## config.mk

```make
export PLATFORM = sky130hd
export DESIGN_NAME = rcb_object_bank
export DESIGN_NICKNAME = d
export VERILOG_FILES = /design/src/rtl/rcb_pkg.sv /design/src/rtl/rcb_object_bank.sv
export SDC_FILE = /design/constraint.sdc
export NUM_CORES = 2
export LEC_CHECK = 0
export BUFFER_PORTS_ARGS = -buffer_cell sky130_fd_sc_hd__buf_2
export CELL_PAD_IN_SITES_DETAIL_PLACEMENT = 0
export CELL_PAD_IN_SITES_GLOBAL_PLACEMENT = 2
export CORE_MARGIN = 8
export CORE_UTILIZATION = 44
export DETAILED_ROUTE_END_ITERATION = 10
export HOLD_SLACK_MARGIN = 0.02
export PLACE_DENSITY = 0.84
export SYNTH_ARGS = -nofsm -noshare
export SYNTH_HDL_FRONTEND = slang
export SYNTH_SLANG_ARGS = --single-unit
```

## constraint.sdc

```tcl
create_clock -name clk -period 5.5 [get_ports clk]
set_input_delay 0 -clock clk [delete_from_list [all_inputs] [get_ports clk]]
set_output_delay 0 -clock clk [all_outputs]
set_load 0.1 [all_outputs]
```

## src/rtl/rcb_pkg.sv

```systemverilog
// Package of the per-channel object bank: object indices, subindices,
// field widths, reset and factory values.
// Assumes one 100 MHz clock and an object access port driven by the
// fieldbus slave controller.
package rcb_pkg;

	// ==========================================================
	// Sizes
	localparam int          RCB_CHANNELS   = 4;
	localparam int          RCB_CAL_WORDS  = 6;

	// ==========================================================
	// Object indices
	localparam logic [3:0]  RCB_IDX_INPUT_HI   = 4'h6;
	localparam logic [3:0]  RCB_IDX_INPUT_LO   = 4'h0;
	localparam logic [3:0]  RCB_IDX_CFG_HI     = 4'h8;
	localparam logic [3:0]  RCB_IDX_INTERNAL   = 4'he;
	localparam logic [3:0]  RCB_IDX_FACTORY    = 4'hf;
	localparam logic [15:0] RCB_IDX_PROFILE    = 16'hf000;
	localparam logic [15:0] RCB_IDX_KEY_WORD   = 16'hf008;
	localparam logic [15:0] RCB_IDX_MOD_LIST   = 16'hf010;
	localparam logic [15:0] RCB_IDX_RESTORE    = 16'h1011;

	// ==========================================================
	// Subindices of the input object, then numbered subindices of the other objects
	localparam logic [7:0]  RCB_SUB_MAX        = 8'h00;
	localparam logic [7:0]  RCB_SUB_LOW        = 8'h01;
	localparam logic [7:0]  RCB_SUB_HIGH       = 8'h02;
	localparam logic [7:0]  RCB_SUB_ERR        = 8'h07;
	localparam logic [7:0]  RCB_SUB_VALID      = 8'h0f;
	localparam logic [7:0]  RCB_SUB_FLIP       = 8'h10;
	localparam logic [7:0]  RCB_SUB_RESULT     = 8'h11;
	localparam logic [7:0]  RCB_SUB_ONE        = 8'h01;
	localparam logic [7:0]  RCB_SUB_TWO        = 8'h02;
	localparam logic [7:0]  RCB_SUB_THREE      = 8'h03;
	localparam logic [7:0]  RCB_SUB_FOUR       = 8'h04;

	// ==========================================================
	// Maximum-subindex answers
	localparam logic [31:0] RCB_INPUT_MAX      = 32'h0000_0011;
	localparam logic [31:0] RCB_INTERNAL_MAX   = 32'h0000_0004;
	localparam logic [31:0] RCB_FACTORY_MAX    = 32'h0000_0006;
	localparam logic [31:0] RCB_PROFILE_MAX    = 32'h0000_0002;
	localparam logic [31:0] RCB_MOD_LIST_MAX   = 32'h0000_0004;
	localparam logic [31:0] RCB_RESTORE_MAX    = 32'h0000_0001;

	// ==========================================================
	// Constant contents and reset values
	localparam logic [15:0] RCB_INDEX_SPACING  = 16'h0010;
	localparam logic [15:0] RCB_CHANNEL_COUNT  = 16'h0004;
	localparam logic [31:0] RCB_PROFILE_ENTRY  = 32'h0000_0140;
	localparam logic [31:0] RCB_RESTORE_CODE   = 32'h6461_6f6c;
	localparam logic [31:0] RCB_WORD_RESET     = 32'h0000_0000;
	localparam logic [15:0] RCB_HALF_RESET     = 16'h0000;

	// Factory calibration, word k is subindex k+1; values are plain defaults
	localparam logic [RCB_CAL_WORDS-1:0][15:0] RCB_CAL_FACTORY = {
		16'h8000, 16'h8000, 16'h8000, 16'h0000, 16'h8000, 16'h0000};

	typedef struct packed {
		logic [RCB_CHANNELS-1:0]                         low;
		logic [RCB_CHANNELS-1:0]                         high;
		logic [RCB_CHANNELS-1:0]                         err;
		logic [RCB_CHANNELS-1:0]                         inval;
		logic [RCB_CHANNELS-1:0]                         flip;
		logic [RCB_CHANNELS-1:0][15:0]                   result;
		logic [RCB_CHANNELS-1:0][15:0]                   sres;
		logic [RCB_CHANNELS-1:0][15:0]                   lres;
		logic [RCB_CHANNELS-1:0][31:0]                   sraw;
		logic [RCB_CHANNELS-1:0][31:0]                   lraw;
		logic [RCB_CHANNELS-1:0][RCB_CAL_WORDS-1:0][15:0] cal;
		logic [31:0]                                     key_word;
		logic [31:0]                                     restore_key;
		logic [31:0]                                     rdata;
		logic                                            ack;
		logic                                            abort;
		logic                                            restored;
	} rcb_state_t;

endpackage

```

## src/rtl/rcb_object_bank.sv

```systemverilog
// Per-channel object bank of a four-channel resistance input module.
// Assumes the slave controller issues one object request at a time on
// the obj_* port and the converter front end posts one channel per strobe.
//
// Notes on behaviour
// - Underrange flag while below range
// - Overrange flag; with error means open sensor
// - Error flag whenever value invalid
// - Validity bit: zero valid, one invalid
// - Toggle bit inverts on each refresh
// - Signed 16-bit result, read-only, reset zero
// - Sensor resistance, 1/32 ohm, read-only
// - Lead resistance, 1/32 ohm, read-only
// - Two signed 32-bit raw readings, read-only
// - Writable factory offsets and gains per channel
// - Profile reports spacing sixteen, four channels
// - Restore key brings back factory values and clears the key word
`timescale 1ns/1ps

module rcb_object_bank
	import rcb_pkg::*;
(
	input  wire logic        clk,
	input  wire logic        nrst,
	// Converter front end
	input  wire logic        upd_stb,
	input  wire logic [1:0]  upd_chan,
	input  wire logic [15:0] upd_result,
	input  wire logic        upd_below,
	input  wire logic        upd_above,
	input  wire logic        upd_open,
	input  wire logic        upd_bad,
	input  wire logic [31:0] upd_sensor_raw,
	input  wire logic [15:0] upd_sensor_res,
	input  wire logic [31:0] upd_lead_raw,
	input  wire logic [15:0] upd_lead_res,
	// Object access
	input  wire logic        obj_rd,
	input  wire logic        obj_wr,
	input  wire logic [15:0] obj_index,
	input  wire logic [7:0]  obj_sub,
	input  wire logic [31:0] obj_wdata,
	output logic [31:0]      obj_rdata,
	output logic             obj_ack,
	output logic             obj_abort,
	// Process image
	output logic [3:0]       range_low_flag,
	output logic [3:0]       range_high_flag,
	output logic [3:0]       invalid_data_flag,
	output logic [3:0]       block_validity_bit,
	output logic [3:0]       update_flip_bit,
	output logic [63:0]      channel_result,
	output logic [3:0][15:0] factory_cal_word0,
	output logic [3:0][15:0] factory_cal_word1,
	output logic             restore_done
);

	// ==========================================================
	// State
	rcb_state_t state_reg;
	rcb_state_t state_next;

	// ==========================================================
	// Next state
	always_comb
	begin
		logic [1:0]  ch;
		logic        ch_ok;
		logic        found;
		logic        writable;
		logic [31:0] rd;
		int          k;
		logic        post_fault;
		logic        post_high;
		logic        hit_input;
		logic        hit_internal;
		logic        hit_factory;
		logic        hit_profile;
		logic        hit_key;
		logic        hit_list;
		logic        hit_restore;
		logic        req;

		ch       = obj_index[5:4];
		ch_ok    = (obj_index[7:6] == 2'b00);
		found    = 1'b0;
		writable = 1'b0;
		rd       = RCB_WORD_RESET;
		k        = 0;
		post_fault = upd_bad | upd_open;
		post_high  = upd_above | upd_open;
		req        = obj_rd | obj_wr;

		// ==========================================================
		// Object address decode; channel objects need bits 7:6 clear
		hit_input    = ch_ok && obj_index[15:12] == RCB_IDX_INPUT_HI
			&& obj_index[11:8] == RCB_IDX_INPUT_LO && obj_index[3:0] == RCB_IDX_INPUT_LO;
		hit_internal = ch_ok && obj_index[15:12] == RCB_IDX_CFG_HI
			&& obj_index[11:8] == RCB_IDX_INPUT_LO && obj_index[3:0] == RCB_IDX_INTERNAL;
		hit_factory  = ch_ok && obj_index[15:12] == RCB_IDX_CFG_HI
			&& obj_index[11:8] == RCB_IDX_INPUT_LO && obj_index[3:0] == RCB_IDX_FACTORY;
		// Fixed objects match the whole index
		hit_profile  = (obj_index == RCB_IDX_PROFILE);
		hit_key      = (obj_index == RCB_IDX_KEY_WORD) && (obj_sub == RCB_SUB_MAX);
		hit_list     = (obj_index == RCB_IDX_MOD_LIST);
		hit_restore  = (obj_index == RCB_IDX_RESTORE);

		state_next          = state_reg;
		state_next.ack      = 1'b0;
		state_next.abort    = 1'b0;
		state_next.restored = 1'b0;

		// ==========================================================
		// Measurement refresh, whole set at once
		if (upd_stb)
		begin
			state_next.low[upd_chan]    = upd_below;
			state_next.high[upd_chan]   = post_high;
			state_next.err[upd_chan]    = post_fault;
			state_next.inval[upd_chan]  = post_fault;
			state_next.flip[upd_chan]   = ~state_reg.flip[upd_chan];
			state_next.result[upd_chan] = upd_result;
			state_next.sres[upd_chan]   = upd_sensor_res;
			state_next.lres[upd_chan]   = upd_lead_res;
			state_next.sraw[upd_chan]   = upd_sensor_raw;
			state_next.lraw[upd_chan]   = upd_lead_raw;
		end

		// ==========================================================
		// Object decode
		if (hit_input)
		begin
			found = 1'b1;
			case (obj_sub)
				RCB_SUB_MAX:    rd = RCB_INPUT_MAX;
				RCB_SUB_LOW:    rd = {31'h0, state_reg.low[ch]};
				RCB_SUB_HIGH:   rd = {31'h0, state_reg.high[ch]};
				RCB_SUB_ERR:    rd = {31'h0, state_reg.err[ch]};
				RCB_SUB_VALID:  rd = {31'h0, state_reg.inval[ch]};
				RCB_SUB_FLIP:   rd = {31'h0, state_reg.flip[ch]};
				RCB_SUB_RESULT: rd = {{16{state_reg.result[ch][15]}}, state_reg.result[ch]};
				default:        found = 1'b0;
			endcase
		end
		else if (hit_internal)
		begin
			found = 1'b1;
			case (obj_sub)
				RCB_SUB_MAX:   rd = RCB_INTERNAL_MAX;
				RCB_SUB_ONE:   rd = state_reg.sraw[ch];
				RCB_SUB_TWO:   rd = {16'h0, state_reg.sres[ch]};
				RCB_SUB_THREE: rd = state_reg.lraw[ch];
				RCB_SUB_FOUR:  rd = {16'h0, state_reg.lres[ch]};
				default:       found = 1'b0;
			endcase
		end
		else if (hit_factory)
		begin
			if (obj_sub == RCB_SUB_MAX)
			begin
				found = 1'b1;
				rd    = RCB_FACTORY_MAX;
			end
			else if (obj_sub <= RCB_FACTORY_MAX[7:0])
			begin
				found    = 1'b1;
				writable = 1'b1;
				k        = int'(obj_sub) - 1;
				// Offsets sign-extend, gains zero-extend
				if (obj_sub == RCB_SUB_ONE || obj_sub == RCB_SUB_THREE)
					rd = {{16{state_reg.cal[ch][k][15]}}, state_reg.cal[ch][k]};
				else
					rd = {16'h0, state_reg.cal[ch][k]};
				if (obj_wr)
					state_next.cal[ch][k] = obj_wdata[15:0];
			end
		end
		else if (hit_profile)
		begin
			found = 1'b1;
			case (obj_sub)
				RCB_SUB_MAX: rd = RCB_PROFILE_MAX;
				RCB_SUB_ONE: rd = {16'h0, RCB_INDEX_SPACING};
				RCB_SUB_TWO: rd = {16'h0, RCB_CHANNEL_COUNT};
				default:     found = 1'b0;
			endcase
		end
		else if (hit_key)
		begin
			found    = 1'b1;
			writable = 1'b1;
			rd       = state_reg.key_word;
			if (obj_wr)
				state_next.key_word = obj_wdata;
		end
		else if (hit_list)
		begin
			if (obj_sub == RCB_SUB_MAX)
			begin
				found = 1'b1;
				rd    = RCB_MOD_LIST_MAX;
			end
			else if (obj_sub <= RCB_MOD_LIST_MAX[7:0])
			begin
				found = 1'b1;
				rd    = RCB_PROFILE_ENTRY;
			end
		end
		else if (hit_restore)
		begin
			found = 1'b1;
			case (obj_sub)
				RCB_SUB_MAX: rd = RCB_RESTORE_MAX;
				RCB_SUB_ONE:
				begin
					writable = 1'b1;
					rd       = state_reg.restore_key;
					if (obj_wr)
					begin
						state_next.restore_key = obj_wdata;
						// Only the exact key brings back delivery values
						if (obj_wdata == RCB_RESTORE_CODE)
						begin
							for (int c = 0; c < RCB_CHANNELS; c++)
								state_next.cal[c] = RCB_CAL_FACTORY;
							state_next.key_word    = RCB_WORD_RESET;
							state_next.restored    = 1'b1;
						end
					end
				end
				default:     found = 1'b0;
			endcase
		end

		// ==========================================================
		// Answer one cycle after the request
		if (req)
		begin
			state_next.ack   = 1'b1;
			state_next.abort = ~found | (obj_wr & ~writable);
			if (obj_rd && found)
				state_next.rdata = rd;
		end
	end

	// ==========================================================
	// Registers
	always_ff @(posedge clk or negedge nrst)
	begin
		if (!nrst)
		begin
			state_reg.low         <= '0;
			state_reg.high        <= '0;
			state_reg.err         <= '0;
			state_reg.inval       <= '0;
			state_reg.flip        <= '0;

			// Calibration starts at delivery values
			for (int c = 0; c < RCB_CHANNELS; c++)
			begin
				state_reg.result[c] <= RCB_HALF_RESET;
				state_reg.sres[c]   <= RCB_HALF_RESET;
				state_reg.lres[c]   <= RCB_HALF_RESET;
				state_reg.sraw[c]   <= RCB_WORD_RESET;
				state_reg.lraw[c]   <= RCB_WORD_RESET;
				state_reg.cal[c]    <= RCB_CAL_FACTORY;
			end
			state_reg.key_word    <= RCB_WORD_RESET;
			state_reg.restore_key <= RCB_WORD_RESET;
			state_reg.rdata       <= RCB_WORD_RESET;
			state_reg.ack         <= 1'b0;
			state_reg.abort       <= 1'b0;
			state_reg.restored    <= 1'b0;
		end
		else
		begin
			state_reg <= state_next;
		end
	end

	// ==========================================================
	// Outputs
	always_comb
	begin
		obj_rdata          = state_reg.rdata;
		obj_ack            = state_reg.ack;
		obj_abort          = state_reg.abort;
		range_low_flag     = state_reg.low;
		range_high_flag    = state_reg.high;
		invalid_data_flag  = state_reg.err;
		block_validity_bit = state_reg.inval;
		update_flip_bit    = state_reg.flip;
		channel_result     = state_reg.result;
		restore_done       = state_reg.restored;
		// Calibration words for the converter path
		for (int c = 0; c < RCB_CHANNELS; c++)
		begin
			factory_cal_word0[c] = state_reg.cal[c][0];
			factory_cal_word1[c] = state_reg.cal[c][1];
		end
	end

endmodule

```

## Word level (Yosys, flattened, before mapping)

Index checks and enable logic that the tools add are counted.

- $add $sub $neg: 1
- $lt $le $gt $ge: 8
- Equality and inequality tests: 26
- Mux-type cells: 113
- Bitwise gates (word level): 14
- Reduce and logical (&&, ||, !) cells: 32

Operators with widths:

| operator | count |
|---|---|
| $mux 448 | 5 |
| $mux 384 | 5 |
| $mux 32 | 16 |
| $mux 416 | 1 |
| $bwmux 384 | 1 |
| $bwmux 128 | 2 |
| $pmux 32 s7 | 1 |
| $bmux 96 s2 | 1 |
| $bwmux 64 | 3 |
| $demux 96 s2 | 1 |
| $mux 96 | 2 |
| $pmux 32 s5 | 1 |
| $bmux 32 s2 | 2 |
| $mux 16 | 7 |
| $bmux 16 s2 | 3 |
| $demux 32 s2 | 1 |
| $pmux 32 s2 | 1 |
| $bmux 16 s3 | 1 |
| $demux 16 s3 | 1 |
| $eq 16x16->1 const B | 3 |
| $mux 1 | 41 |
| $demux 16 s2 | 1 |
| $eq 32x31->1 const B | 1 |
| $bwmux 4 | 5 |
| 40 further kinds | 88 |

- Register bits after elaboration: 951
- Input bits: 179
- Output and inout bits: 247
- Word-level logic and storage cells: 249

## Logic depth before layout (Yosys ltp)

- Depth after elaboration: 13
- Depth in mapped cells: 17

## Worst setup path before layout

OpenSTA, ideal clock, no wires.

- Path kind: input port to flip-flop
- Start: input obj_sub[0]
- End: register state_reg[329] (netlist name)
- Arrival time: 3258 ps
- Data required time: 5368 ps
- Slack: 2111 ps
- Stages on the path: 17
- Cell sequence: clkbuf_1 > inv_1 > clkbuf_1 > clkbuf_1 > ha_1 > buf_2 > nor4bb_1 > o21bai_1 > a21oi_1 > ha_1 > nand2_1 > nor3_1 > nand2_1 > nand2_1 > nand3_1 > clkbuf_1 > o2bb2ai_1

- Cells in the longest elaborated chain, start to end: 12
- Elaborated cells on any way between the ends: 23
- Classes of those cells: add/sub: 1; order compare: 3; eq/ne: 4; mux: 9; reduce/logical: 6

RTL lines:

| element | RTL line | source |
|---|---|---|
| start, declared | rcb_object_bank.sv:41 | `input wire logic [7:0] obj_sub,` |
| $sub 8x1->9 | rcb_object_bank.sv:168 | `k = int'(obj_sub) - 1;` |
| $ge 9x1->1 (implied by the code) / $lt 9x5->1 (equally long branches) | rcb_object_bank.sv:175 | `state_next.cal[ch][k] = obj_wdata[15:0];` |
| $logic_and 1x1->1 (implied by the code) | rcb_object_bank.sv:175 |  |
| $mux 16 (implied by the code) | rcb_object_bank.sv:175 |  |
| $demux 16 s3 | rcb_object_bank.sv:175 |  |
| $mux 96 (implied by the code) | rcb_object_bank.sv:175 |  |
| $demux 96 s2 | rcb_object_bank.sv:175 |  |
| $bwmux 384 | rcb_object_bank.sv:175 |  |
| $mux 384 | rcb_object_bank.sv:174 | `if (obj_wr)` |
| $mux 384 | rcb_object_bank.sv:164 | `else if (obj_sub <= RCB_FACTORY_MAX[7:0])` |
| $mux 384 | rcb_object_bank.sv:159 | `if (obj_sub == RCB_SUB_MAX)` |
| $mux 384 | rcb_object_bank.sv:157 | `else if (hit_factory)` |
| end signal, assigned | rcb_object_bank.sv:277 | `state_reg <= state_next;` |
| end, declared | rcb_object_bank.sv:60 | `rcb_state_t state_reg;` |

Parallel ways exist; a longest one is shown, timed or not. The select of a mux whose other input is x is not followed.
A chain may end at the register's enable or synchronous reset.

## Final worst setup path

- Start: input obj_index[0]
- End: register state_reg, in the netlist obj_rdata[27]

- Cells in the longest elaborated chain, start to end: 10
- Elaborated cells on any way between the ends: 27
- Classes of those cells: eq/ne: 6; mux: 14; reduce/logical: 7

RTL lines:

| element | RTL line | source |
|---|---|---|
| start, declared | rcb_object_bank.sv:40 | `input wire logic [15:0] obj_index,` |
| $eq 16x13->1 | rcb_object_bank.sv:106 | `hit_restore = (obj_index == RCB_IDX_RESTORE);` |
| $mux 1 | rcb_object_bank.sv:209 | `else if (hit_restore)` |
| $mux 1 | rcb_object_bank.sv:196 | `else if (hit_list)` |
| $mux 1 | rcb_object_bank.sv:188 | `else if (hit_key)` |
| $mux 1 | rcb_object_bank.sv:178 | `else if (hit_profile)` |
| $mux 1 | rcb_object_bank.sv:157 |  |
| $mux 1 | rcb_object_bank.sv:145 | `else if (hit_internal)` |
| $mux 1 | rcb_object_bank.sv:131 | `if (hit_input)` |
| $logic_and 1x1->1 | rcb_object_bank.sv:241 | `if (obj_rd && found)` |
| $reduce_and 2->1 (no source line) | - |  |

Parallel ways exist; a longest one is shown, timed or not.

==> flow_summary.json <==
{
  "post-place-cells": 4576,
  "multiInputGateArea_sq_um": 17900,
  "ctsHtreeMaxLevel": 3,
  "p_comb_share_pct": 16.4,
  "grtUsageMet2_pct": 40.9,
  "drv_cap": 0,
  "regArea_sq_um": 23700,
  "synth.top_cell.area_share_pct": 52.2,
  "antenna_found_initial": 38,
  "power.switching_w": 0.00517,
  "clk_latency_ns": 0.69,
  "setup_violations": 0,
  "ys_async_sr_fraction_pct": 100,
  "post-route-util_pct": 51.1,
  "synth.ff_latch_count": 947,
  "placeableCoreArea_sq_um": 101000,
  "synth_area_leaders": "dfrtp_1 52%, mux2_2 12%, mux4_2 11%",
  "viasPerCell": 6.16,
  "synth_fp_nets": 3398,
  "crit_type": "primary input to register",
  "vias": 30500,
  "total_power_w": 0.0183,
  "die_height_um": 334,
  "sw_frac_of_total_pct": 28.3,
  "area_delta_synth_final_pct": 15.7,
  "grt_max_degree": 168,
  "cp_data_arrival_time_ns": 4.19,
  "yosysSeqAreaShare_pct": 53.1,
  "worstPathRequired_ns": 5.99,
  "die_area_sq_um": 112000,
  "post-route-min-period_ns": 3.70,
  "cp_max_fo": 31,
  "fillers": 8595,
  "vdd_drop_max_mv": 0.294,
  "io_buffers": 425,
  "cts_tree": "done",
  "cts_resized": 0,
  "period_share_pct": 67.3,
  "status": "completed",
  "start_util_pct": 44.1,
  "drtPass1Iterations": 6,
  "clkTransAtPathRegs_ns": 0.06,
  "grt_use_total_pct": 25.3,
  "clkPwrFrac_pct": 40.0,
  "p_leak_nw": 22.0,
  "totalWireLength_um": 144000,
  "fin_skew_ns": 0.0418,
  "synth_warnings": 0,
  "gr-total-overflow": 0,
  "final_cells": 4945,
  "ys_types": 76,
  "grt_setup_unrepaired": "no",
  "num-nets-final": 3652,
  "grt_pass1_vias": 31300,
  "wl_per_cell_um": 29.2,
  "place.gp.congestion": 0.880,
  "start_kind": "primary input",
  "die_x_um": 334,
  "hold_viol": 0,
  "syn_area_per_cell_sq_um": 13.9,
  "clock.fmax_mhz": 270,
  "numClockSinks": 947,
  "critPathCaptureType": "register",
  "top_usage_layer": "met2",
  "ioPinCount": 426,
  "syn_inst": 3214,
  "clk_path_buf_depth": 3,
  "fin_setup_tns_ns": 0,
  "dp_hpwl_um": 95200,
  "power_density_nw_per_um2": 354,
  "grt_pass1_wl_um": 216000,
  "p_seq_share_pct": 43.6,
  "root_buffer": "clkbuf_16",
  "drive_gt1_share_pct": 40.4,
  "syn_area_sq_um": 44600,
  "use_met3_pct": 6.43,
  "drt_iter0_drc": 2797,
  "drtAntennaViolNets": 0,
  "largest_reg_flops": 704,
  "min_path_type": "primary input to register",
  "rows": 117,
  "synth_edf_count": 0,
  "worst_pin_slew_ns": 1.30,
  "ys.flop_type": "dfrtp_1",
  "maxSlewViolCount": 0,
  "met1_usage_pct": 33.2,
  "post-route-drc-count": 0,
  "synth_top_cell_by_area": "dfrtp_1",
  "intPower_w": 0.0131,
  "cts_buffers": 103,
  "relSlewSlack_pct": 13.0
}
## cell usage after synthesis (5+ instances only)
| cell | n |
|---|---|
| a31oi_1 | 54 |
| dfrtp_1 | 931 |
| buf_4 | 251 |
| a211oi_1 | 6 |
| nor4_1 | 11 |
| a211o_1 | 5 |
| nand2_1 | 91 |
| buf_1 | 19 |
| a21oi_1 | 28 |
| o2bb2ai_1 | 368 |
| dfstp_2 | 16 |
| mux2_2 | 491 |
| nor2_1 | 45 |
| o21ai_0 | 25 |
| a22oi_1 | 47 |
| nand3_2 | 9 |
| nor2b_1 | 9 |
| o22ai_1 | 12 |
| and2_1 | 7 |
| and4_1 | 6 |
| clkbuf_1 | 177 |
| a221o_1 | 7 |
| nor4bb_1 | 7 |
| a2111oi_0 | 12 |
| buf_2 | 70 |
| a221oi_1 | 51 |
| mux2i_1 | 11 |
| inv_1 | 30 |
| a2111o_1 | 5 |
| nand4_1 | 14 |
| a32o_1 | 33 |
| mux4_2 | 210 |
| ha_1 | 5 |
| nand3_1 | 36 |
| nor3_1 | 23 |
| and3_1 | 15 |
## path summary, 6_finish.rpt
check | start | end | slack [ns] | cells past startpoint
worst max-delay path | obj_index[0] | obj_rdata[27]$_DFFE_PN0P_ | 1.80 | 9
worst min-delay path | obj_sub[3] | obj_rdata[0]$_DFFE_PN0P_ | 0.09 | 6
worst max register to register | state_reg[450]$_DFFE_PN1P_ | obj_rdata[27]$_DFFE_PN0P_ | 2.37 | 5
worst min register to register | state_reg[450]$_DFFE_PN1P_ | state_reg[450]$_DFFE_PN1P_ | 0.47 | 2
max in group asynchronous | nrst | state_reg[537]$_DFFE_PN0P_ | 3.85 | 4
min in group asynchronous | nrst | state_reg[468]$_DFFE_PN0P_ | 0.36 | 3
## cell families (layout without fill, tap and decap cells)
family	Yosys count	after routing	share of synthesized area, %
compound gates	694	694	12.8
xor+xnor	6	6	0.118
fa+ha+maj	5	5	0.140
buf+inv	547	886	6.91
flops	947	947	53.1
mux	713	713	23.3
other cells	0	24	0
simple gates	302	302	3.61
## critical path, stage by stage
cell	delay, ns
dlygate4sd3_1	0.59
buf_2	0.26
and3b_1	0.49
nand4_1	0.44
nor3_1	0.85
or4_1	0.73
a22o_1	0.27
buf_4	0.39
a31oi_1	0.15
## final cells by class
class | count | share of cell area [%]
Tap cell | 1368 | 3.31
Clock inverter | 38 | 1.06
Timing Repair Buffer | 666 | 8.73
Antenna cell | 24 | 0.116
Sequential cell | 947 | 45.9
Inverter | 30 | 0.218
Clock buffer | 152 | 5.93
Multi-Input combinational cell | 1720 | 34.7
## placed cells by master (no fill, tap or decap), drive strengths merged, types with 28 or more instances in the layout
cell type and n:
a21oi 28, nor2 45, a221oi 51, a22oi 47, clkbuf 152, a31oi 54, mux4 210, o2bb2ai 368
nand2 91, nand3 45, inv 35, a32o 33, dlygate4sd3 154, mux2 492, dfrtp 931, buf 512
## what timing repair did
action	in CTS	in global routing
hold buffers	155	0
setup buffers	0	0
hold endpoints to repair	891	0
endpoints found under the setup margin	0	0
## metrics by stage
step	setup slack (ns)	hold WS, ns	cell area (sq um)
floorplan	2.11	-0.296	44600
global placement	1.52	0.102	46400
detailed placement	1.47	0.105	46400
CTS	2.01	0.0250	51600
global route	1.67	0.108	51600
finish	1.80	0.0944	51700
## per-layer routing
metal	up-vias	wire, um
li1	12700	-
met1	16200	58200
met2	1281	69600
met3	275	11500
met4	26	4690
met5	-	162
## power groups by stage
stage	Combinational (W)	Clock, W	Sequential [W]
3_3_place_gp	0.00289	0	0.00806
2_1_floorplan	0.00233	0	0.00798
5_1_grt	0.00313	0.00770	0.00806
3_5_place_dp	0.00292	0	0.00810
4_1_cts	0.00303	0.00744	0.00797
6_report	0.00300	0.00731	0.00798
No activity file was read; power rests on OpenSTA's default activity.
